`src/verilog/boot_lock_regs.svh`:
```
`ifndef BOOT_LOCK_REGS_SVH
`define BOOT_LOCK_REGS_SVH
`define APP_RESET_ADDR 15'h0000
`define LOADER_START_WORD 15'h3800
`define WORD_FIELD_LSB 1
`define WORD_FIELD_MSB 5
`define PAGE_FIELD_LSB 6
`define PAGE_FIELD_MSB 15
`define LOCK_ERASED 4'hf
`define LOCK_DATA_LSB 2
`define LOCK_DATA_MSB 5
`define FUSE_ERASED 1'b1
`define PROG_CYCLES 8'h08
`endif

```
`src/verilog/boot_lock_pkg.sv`:
```
package boot_lock_pkg;
  typedef enum logic [1:0] {
    CMD_PAGE_ERASE,
    CMD_PAGE_LOAD,
    CMD_PAGE_WRITE,
    CMD_LOCK_SET
  } store_cmd_t;
  typedef enum logic {
    ST_IDLE,
    ST_PROG
  } prog_state_t;
endpackage

```
`src/verilog/section_access_check.sv`:
```
`timescale 1ns/10ps
module section_access_check (
  input wire logic isStore, // 1 store, 0 load
  input wire logic execInLoader, // running code sits in loader section
  input wire logic targetInLoader, // target address in loader section
  input wire logic [1:0] appLock, // {hi, lo} application pair
  input wire logic [1:0] bootLock, // {hi, lo} loader pair
  output logic allow // access may proceed
);
  logic [1:0] mode;
  logic writeOk;
  logic readOk;
  assign mode = targetInLoader ? bootLock : appLock;
  // low bit programmed means modes 2 or 3
  assign writeOk = execInLoader & mode[0];
  // high bit programmed means modes 3 or 4, only cross-section loads barred
  assign readOk = mode[1] | (execInLoader == targetInLoader);
  assign allow = isStore ? writeOk : readOk;
endmodule // section_access_check

```
`src/verilog/lock_bit_store.sv`:
```
`timescale 1ns/10ps
`include "boot_lock_regs.svh"
module lock_bit_store (
  input wire logic core_clk, // system clock
  input wire logic sys_rst, // async reset, high
  input wire logic loadNv, // take nonvolatile image
  input wire logic [3:0] nvBits, // stored lock image
  input wire logic progStrobe, // software programming
  input wire logic [3:0] progMask, // 0 bits get programmed
  input wire logic extStrobe, // external programmer write
  input wire logic [3:0] extMask, // 0 bits get programmed
  input wire logic chipErase, // chip erase command
  output logic [3:0] lockBits // current lock bits
);
  genvar i;
  generate
    for (i = 0; i < 4; i++) begin : g_bit
      logic progHit;
      assign progHit = (progStrobe & ~progMask[i]) | (extStrobe & ~extMask[i]);
      always_ff @(posedge core_clk or posedge sys_rst) begin
        if (sys_rst) begin
          lockBits[i] <= 1'(`LOCK_ERASED >> i);
        end else if (chipErase) begin
          lockBits[i] <= 1'b1;
        end else if (loadNv) begin
          lockBits[i] <= nvBits[i];
        end else if (progHit) begin
          lockBits[i] <= 1'b0; // programming only moves 1 to 0
        end
      end
    end
  endgenerate
endmodule // lock_bit_store

```
`src/verilog/boot_lock_flash_guard.sv`:
```
`timescale 1ns/10ps
`include "boot_lock_regs.svh"
module boot_lock_flash_guard (
  input wire logic core_clk, // system clock, 100 MHz
  input wire logic sys_rst, // async reset, high
  input wire logic [3:0] nvLockBits, // stored lock image {bootHi,bootLo,appHi,appLo}
  input wire logic nvBootResetFuse, // stored boot reset fuse
  input wire logic chipErase, // external chip erase pulse
  input wire logic extLockWrite, // external lock programming pulse
  input wire logic [3:0] extLockData, // 0 bits get programmed
  input wire logic extFuseWrite, // external fuse programming pulse
  input wire logic extFuseData, // new fuse value
  input wire logic [14:0] execPc, // word address of executing code
  input wire logic vectorsInLoader, // interrupt vectors in loader section
  input wire logic [7:0] pointerHighByte, // pointer high byte
  input wire logic [7:0] pointerLowByte, // pointer low byte
  input wire logic storeReq, // store_program_memory issued, pulse
  input wire boot_lock_pkg::store_cmd_t storeCmd, // store command
  input wire logic [7:0] storeData, // data byte for lock set
  input wire logic loadReq, // program-memory load issued, pulse
  output logic progStart, // erase or write begins, pulse
  output logic progDone, // erase or write ends, pulse
  output logic progBusy, // programming in progress
  output boot_lock_pkg::store_cmd_t progCmd, // latched command
  output logic [9:0] latchedPage, // latched page address
  output logic [4:0] latchedWord, // latched word in page
  output logic wordLoad, // temp buffer word write, pulse
  output logic storeRefused, // store dropped, pulse
  output logic loadGrant, // load may read flash, pulse
  output logic loadRefused, // load blocked, pulse
  output logic [15:0] loadByteAddr, // byte address of granted load
  output logic loadHighByte, // byte select of granted load
  output logic intSuppress, // interrupts held off
  output logic [14:0] resetVector, // word address after reset
  output logic [3:0] lockImage, // lock bits to persist
  output logic bootResetFuse // fuse value to persist
);
  import boot_lock_pkg::*;

  prog_state_t state;
  prog_state_t next_state;
  logic [7:0] progCount;
  logic nvPending;
  logic [3:0] lockBits;
  logic [15:0] pointer;
  logic [14:0] targetWord;
  logic execInLoader;
  logic targetInLoader;
  logic storeAllow;
  logic loadAllow;
  logic isProgCmd;
  logic isLockSet;
  logic isPageLoad;
  logic storeFromApp;
  logic storeTake;
  logic startProg;
  logic lockStrobe;
  logic progEnd;
  logic appVecCase;
  logic bootVecCase;
  logic next_intSuppress;
  logic [3:0] lockMask;

  // nonvolatile images are caught once, right after reset release
  always_ff @(posedge core_clk or posedge sys_rst) begin
    if (sys_rst) begin
      nvPending <= 1'b1;
    end else begin
      nvPending <= 1'b0;
    end
  end

  // pointer decode
  assign pointer = {pointerHighByte, pointerLowByte};
  assign targetWord = pointer[15:1];
  assign execInLoader = execPc >= `LOADER_START_WORD;
  assign targetInLoader = targetWord >= `LOADER_START_WORD;

  // command decode
  assign isLockSet = storeCmd == CMD_LOCK_SET;
  assign isPageLoad = storeCmd == CMD_PAGE_LOAD;
  assign isProgCmd = (storeCmd == CMD_PAGE_ERASE) || (storeCmd == CMD_PAGE_WRITE);
  assign storeFromApp = storeReq & ~execInLoader;
  // new stores are dropped while an operation owns the latched address
  assign storeTake = storeReq & execInLoader & (state == ST_IDLE);
  assign startProg = storeTake & isProgCmd & storeAllow;
  // lock set uses only the data byte, never the pointer
  assign lockStrobe = storeTake & isLockSet;
  assign lockMask = storeData[`LOCK_DATA_MSB:`LOCK_DATA_LSB];
  assign progEnd = (state == ST_PROG) && (progCount == 8'h01);

  section_access_check u_store_check (
    .isStore(1'b1),
    .execInLoader(execInLoader),
    .targetInLoader(targetInLoader),
    .appLock(lockBits[1:0]),
    .bootLock(lockBits[3:2]),
    .allow(storeAllow)
  );

  section_access_check u_load_check (
    .isStore(1'b0),
    .execInLoader(execInLoader),
    .targetInLoader(targetInLoader),
    .appLock(lockBits[1:0]),
    .bootLock(lockBits[3:2]),
    .allow(loadAllow)
  );

  lock_bit_store u_locks (
    .core_clk(core_clk),
    .sys_rst(sys_rst),
    .loadNv(nvPending),
    .nvBits(nvLockBits),
    .progStrobe(lockStrobe),
    .progMask(lockMask),
    .extStrobe(extLockWrite),
    .extMask(extLockData),
    .chipErase(chipErase),
    .lockBits(lockBits)
  );

  // programming sequencer
  always_comb begin
    next_state = state;
    case (state)
      ST_IDLE: begin
        if (startProg) begin
          next_state = ST_PROG;
        end
      end
      ST_PROG: begin
        if (progEnd) begin
          next_state = ST_IDLE;
        end
      end
      default: begin
        next_state = ST_IDLE;
      end
    endcase
  end

  always_ff @(posedge core_clk or posedge sys_rst) begin
    if (sys_rst) begin
      state <= ST_IDLE;
      progCount <= 8'h00;
    end else begin
      state <= next_state;
      if (startProg) begin
        progCount <= `PROG_CYCLES;
      end else if (state == ST_PROG) begin
        progCount <= progCount - 8'h01;
      end
    end
  end

  // address latch, held for the whole operation
  always_ff @(posedge core_clk or posedge sys_rst) begin
    if (sys_rst) begin
      latchedPage <= 10'h000;
      latchedWord <= 5'h00;
      progCmd <= CMD_PAGE_ERASE;
    end else if (startProg | (storeTake & isPageLoad)) begin
      latchedPage <= pointer[`PAGE_FIELD_MSB:`PAGE_FIELD_LSB];
      latchedWord <= pointer[`WORD_FIELD_MSB:`WORD_FIELD_LSB];
      progCmd <= storeCmd;
    end
  end

  always_ff @(posedge core_clk or posedge sys_rst) begin
    if (sys_rst) begin
      progStart <= 1'b0;
      progDone <= 1'b0;
      progBusy <= 1'b0;
      wordLoad <= 1'b0;
      storeRefused <= 1'b0;
    end else begin
      progStart <= startProg;
      progDone <= progEnd;
      progBusy <= next_state == ST_PROG;
      wordLoad <= storeTake & isPageLoad;
      storeRefused <= storeFromApp | (storeReq & execInLoader & (state != ST_IDLE))
        | (storeTake & isProgCmd & ~storeAllow);
    end
  end

  // loads: byte addressed, judged against the target lock pair
  always_ff @(posedge core_clk or posedge sys_rst) begin
    if (sys_rst) begin
      loadGrant <= 1'b0;
      loadRefused <= 1'b0;
      loadByteAddr <= 16'h0000;
      loadHighByte <= 1'b0;
    end else begin
      loadGrant <= loadReq & loadAllow;
      loadRefused <= loadReq & ~loadAllow;
      if (loadReq & loadAllow) begin
        loadByteAddr <= pointer;
        loadHighByte <= pointer[0];
      end
    end
  end

  // interrupt suppression
  assign appVecCase = ~lockBits[1] & vectorsInLoader & ~execInLoader;
  assign bootVecCase = ~lockBits[3] & ~vectorsInLoader & execInLoader;
  assign next_intSuppress = appVecCase | bootVecCase;

  always_ff @(posedge core_clk or posedge sys_rst) begin
    if (sys_rst) begin
      intSuppress <= 1'b0;
    end else begin
      intSuppress <= next_intSuppress;
    end
  end

  // fuse: written only by the external programmer, no path from the core
  always_ff @(posedge core_clk or posedge sys_rst) begin
    if (sys_rst) begin
      bootResetFuse <= `FUSE_ERASED;
    end else if (nvPending) begin
      bootResetFuse <= nvBootResetFuse;
    end else if (extFuseWrite) begin
      bootResetFuse <= extFuseData;
    end
  end

  // reset vector follows the captured fuse
  always_ff @(posedge core_clk or posedge sys_rst) begin
    if (sys_rst) begin
      resetVector <= `APP_RESET_ADDR;
    end else begin
      resetVector <= (nvPending ? nvBootResetFuse : extFuseWrite ? extFuseData : bootResetFuse)
        ? `APP_RESET_ADDR : `LOADER_START_WORD;
    end
  end

  always_ff @(posedge core_clk or posedge sys_rst) begin
    if (sys_rst) begin
      lockImage <= `LOCK_ERASED;
    end else begin
      lockImage <= lockBits;
    end
  end
endmodule // boot_lock_flash_guard

```
`config.mk`:
```
export PLATFORM = sky130hd
export DESIGN_NAME = boot_lock_flash_guard
export DESIGN_NICKNAME = d
export VERILOG_FILES = /design/src/verilog/boot_lock_pkg.sv /design/src/verilog/section_access_check.sv /design/src/verilog/lock_bit_store.sv /design/src/verilog/boot_lock_flash_guard.sv
export VERILOG_INCLUDE_DIRS = /design/src /design/src/verilog
export SDC_FILE = /design/constraint.sdc
export NUM_CORES = 1
export LEC_CHECK = 0
export CORE_ASPECT_RATIO = 2
export CORE_MARGIN = 4
export CORE_UTILIZATION = 50
export DETAILED_ROUTE_END_ITERATION = 6
export DONT_BUFFER_PORTS = 1
export SYNTH_ARGS = -nofsm -noshare
export SYNTH_HDL_FRONTEND = slang
export SYNTH_SLANG_ARGS = --single-unit
```
`constraint.sdc`:
```
create_clock -name core_clk -period 2.9 [get_ports core_clk]
set_input_delay 0.29 -clock core_clk [delete_from_list [all_inputs] [get_ports core_clk]]
set_output_delay 0.29 -clock core_clk [all_outputs]
set_load 0.02 [all_outputs]
```
==> flow_results.org <==
** Worst setup path
- Setup slack on the worst reg-to-reg path comes out at roughly 970 ps.
- Cell depth of the worst flop-to-flop path :: 4
- Tracing the worst setup path back leads to its startpoint at progBusy.
- The startpoint identified for the worst register-to-register timing path is progBusy.
- Along the worst path, the maximum fanout reaches 15.
- Kind of critical path :: reg -> reg
- At the worst endpoint, the required time is ~3100 ps.
- Critical Path Sink Type :: flip-flop
- The worst setup path is launched from a flip-flop.
- R2R Path End :: latchedPage[2]
- Following the worst setup path forward leads to its endpoint at latchedPage[2].
- Data arrival at the endpoint of the critical path :: about 2100 ps

** Detailed routing
- The count of nets left with antenna violations once routing finished came out at 0.
- Dividing the detail-routed wire length by the instance count gives a little under 20 µm.
- After the first detailed-routing iteration, the DRC count stood at 45.
- Total routed wirelength :: 5.273 mm
- Via total after detailed routing :: ~1.5k
- In the routed layout, each cell is associated on average with a via count of ~5.5.
- Remaining design rule violation count :: 0
- Detailed-routing iteration count for the pre-antenna-repair pass :: 4

** Logic synthesis
- The synthesized design contains 60 register bits.
- Count of synthesis-stage warnings from yosys :: 0
- Sequential share of the synthesized area :: 58.37%
- Area fraction of the dominant cell type after synthesis :: between 40 and 50%
- The most used flip-flop cell after synthesis is dfrtp_1.
- Biggest area contributors in the synthesized netlist :: dfrtp_1 48%, mux2_2 13%, dfstp_2 10%
- Most used standard cells in the synthesized netlist :: 50 x dfrtp_1, 30 x mux2_2, 15 x buf_4
- Post-synth cell types :: 40
- Cell Area, Synth :: 2594 µm²
- Yosys instantiated no cell more often than dfrtp_1.
- For this run, asynchronously set or reset flops after synthesis account for between 90% and 100%.
- In this run, synthesis inferred 0 flip-flops with an integrated enable.
- Of all cell types, the one taking the most synthesized area is dfrtp_1.
- Average cell area after synthesis :: about 13 µm²
- Synthesis produced 200 cells.

** Timing
- Setup slack after layout :: ~1000 ps
- Peak Freq :: around 520 MHz
- The count of endpoints failing hold in the final timing report is 0.
- Clock tree skew after final layout :: between 3 and 4 ps
- The routed design could run at a clock period as short as around 1900 ps.
- Period utilization :: 66.51%
- Final-report setup violation count :: 0
- Max Transition Viols Final :: 0
- Setup repair after global routing left no endpoint under its margin.
- Final sum of negative setup slack :: 0 ps
- Worst Max-Slew Pin Slew :: just over 900 ps
- Worst-case headroom to the max-slew limit :: 38.58%

** Final layout
- Post-route core utilization :: 55.96%
- Reg area :: 1514 µm²
- The filler cells instantiated in the layout total approximately 440.
- Summing all non-filler instances in the final layout gives an area of 2773 µm².
- Layout cell share with drive strength beyond 1 :: approximately 30%
- 0 antenna diodes ended up in the layout.
- For this run, the post-layout net count is around 270.
- Relative to the synthesized area, the layout overhead comes to 6.898%.
- Multi-input gate area :: around 950 µm²

** Floorplan
- The initial utilization of the core area, before any placement, comes to a little over half.
- The region available for standard cell placement spans approximately 5000 µm².
- The initialized floorplan defines 36 standard-cell rows.
- Die footprint :: around 6500 µm²
- Number of top-level pins :: between 100 and 150
- Width of the chip :: 58.93 µm
- Floorplan die height :: 109.9 µm

** Clock network
- Cts bufs inserted :: 9
- Clock transition at the registers of the reported paths :: 60 ps
- Sink count of the clock tree :: 60
- Clock tree buffer depth :: 2
- Number of gates resized after CTS :: 0
- Maximum level of the CTS H-tree :: 3
- CTS Root Buffer Type :: clkbuf_8
- Latest clock arrival within the worst-skew pair :: about 330 ps
- TritonCTS built the clock tree.

** Power
- Per report_power, the clock group accounts for between 30% and 40% of the total.
- Proportion of power drawn by combinational gates :: ~6.5%
- The share of total power dissipated in sequential elements is 56.1%.
- The analysis attributes to net switching a power of 454.4 µW.
- Cell leakage power :: 0.001224 µW
- Cell Pwr Density :: between 600 and 700 nW/µm²
- Net switching is about a quarter of the power.
- VDD sags by at most about 0.49 mV.
- Int Power :: ~1300 µW
- Post-route total power :: ~1800 µW

** Global routing
- Entering global routing, the biggest net connects 23 pins.
- Global routing consumed, over all layers together, between 10% and 20% of the routing resources.
- Number of global-route vias before repair :: roughly 1.6k
- Global-route wire length before repair :: 8.031 mm
- Global routing finished with a remaining overflow of 0.
- Initial antenna violation count :: 0

** Flow run
- Max-cap violations in this run came to 0.

** Min path
- Hold Path Class :: in -> reg

** Placed design
- Detailed placement finished with a half-perimeter wire length of around 4 mm.
- OpenSTA, run right after detailed placement, puts the worst setup slack at approximately 930 ps.
- During placement, the flow inserted port buffers numbering 0.
- Global placer's final weighted congestion :: roughly 0.84
- In this run the cell area measured after placement is 2581 µm².

** Outcome
- Outcome :: complete, no violations
==> what timing repair did <==
item | CTS | global route
endpoints found under the hold margin | 17 | 0
hold buffers | 1 | 0
buffers inserted | 0 | 0
==> power by group through the flow <==
| stage | sequential [µW] | combinational (µW) | clock, µW |
|---|---|---|---|
| floorplan | 994 | 124 | 0 |
| global placement | 1010 | 110 | 0 |
| detailed placement | 1020 | 116 | 0 |
| CTS | 1000 | 118 | 693 |
| global route | 1010 | 130 | 726 |
| finish | 1000 | 116 | 666 |
==> critical path, cell delays in order (launching register included) <==
cell and delay, ps:
dfrtp_1 560, nor2b_1 220, nand3_1 140, a21oi_4 480, mux2_2 410
==> stage by stage <==
stage | instances | hold slack (ps)
floorplan | 212 | 365.8
detailed placement | 252 | 184.8
finish | 269 | 53.30
global placement | 252 | 172.8
global route | 269 | 40.56
CTS | 269 | 31.87
==> final cells by class <==
cell class | instances | area share [%]
Multi-Input combinational cell | 126 | 34.43
Clock inverter | 1 | 0.1805
Clock buffer | 15 | 6.363
Sequential cell | 60 | 54.60
Tap cell | 57 | 2.572
Timing Repair Buffer | 3 | 0.9025
Inverter | 7 | 0.9477
==> routing by layer <==
metal | global-route usage [%] | vias to the layer above | part of all wire (%)
met5 | 0 | - | 0
met4 | 9.238 | 0 | 2.1
met3 | 5.875 | 9 | 7.6
met2 | 28.72 | 65 | 56
met1 | 18.51 | 738 | 34
li1 | - | 678 | -
==> sequential cells by signal, summed over array words and instances (netlist names), 2 cells and up <==
name / count
latchedPage: 10
latchedWord: 5
loadByteAddr: 16
lockImage: 4
progCmd: 2
progCount: 8
u_locks.lockBits: 4
==> placed cells by master (no fill, tap or decap), types with 4 or more instances in the layout <==
| master | Yosys | routed |
|---|---|---|
| a21oi_1 | 4 | 4 |
| clkbuf_8 | 0 | 12 |
| conb_1 | 1 | 13 |
| dfrtp_1 | 50 | 50 |
| dfstp_2 | 10 | 10 |
| inv_1 | 7 | 6 |
| mux2_2 | 30 | 30 |
| nand2_1 | 6 | 6 |
| nand2b_1 | 5 | 5 |
| nand3_1 | 4 | 4 |
| nand3b_1 | 5 | 5 |
| nor2_1 | 11 | 11 |
| nor3_1 | 6 | 6 |
| o21ai_0 | 5 | 5 |
| xnor2_1 | 4 | 4 |
==> logic make-up after synthesis <==
family,synth area share (%)
AOI/OAI and AO/OA,7.236
xor gates and xnor gates,2.364
adders and majority gates,0.9646
buffers and inverters,6.560
DFF,58.37
muxes,13.94
other,0.1446
and+or+nand+nor,10.42
==> how the worst min path moves through the flow <==
stage                        start             end  cells after the start
6_report           vectorsInLoader     intSuppress                      1
3_5_place_dp               sys_rst  latchedPage[4]                      1
5_1_grt            vectorsInLoader     intSuppress                      1
2_1_floorplan  u_locks.lockBits[0]    lockImage[0]                      0
3_3_place_gp               sys_rst  latchedPage[4]                      1
4_1_cts            vectorsInLoader     intSuppress                      1
Note: power is estimated with default switching activity, not from simulation.
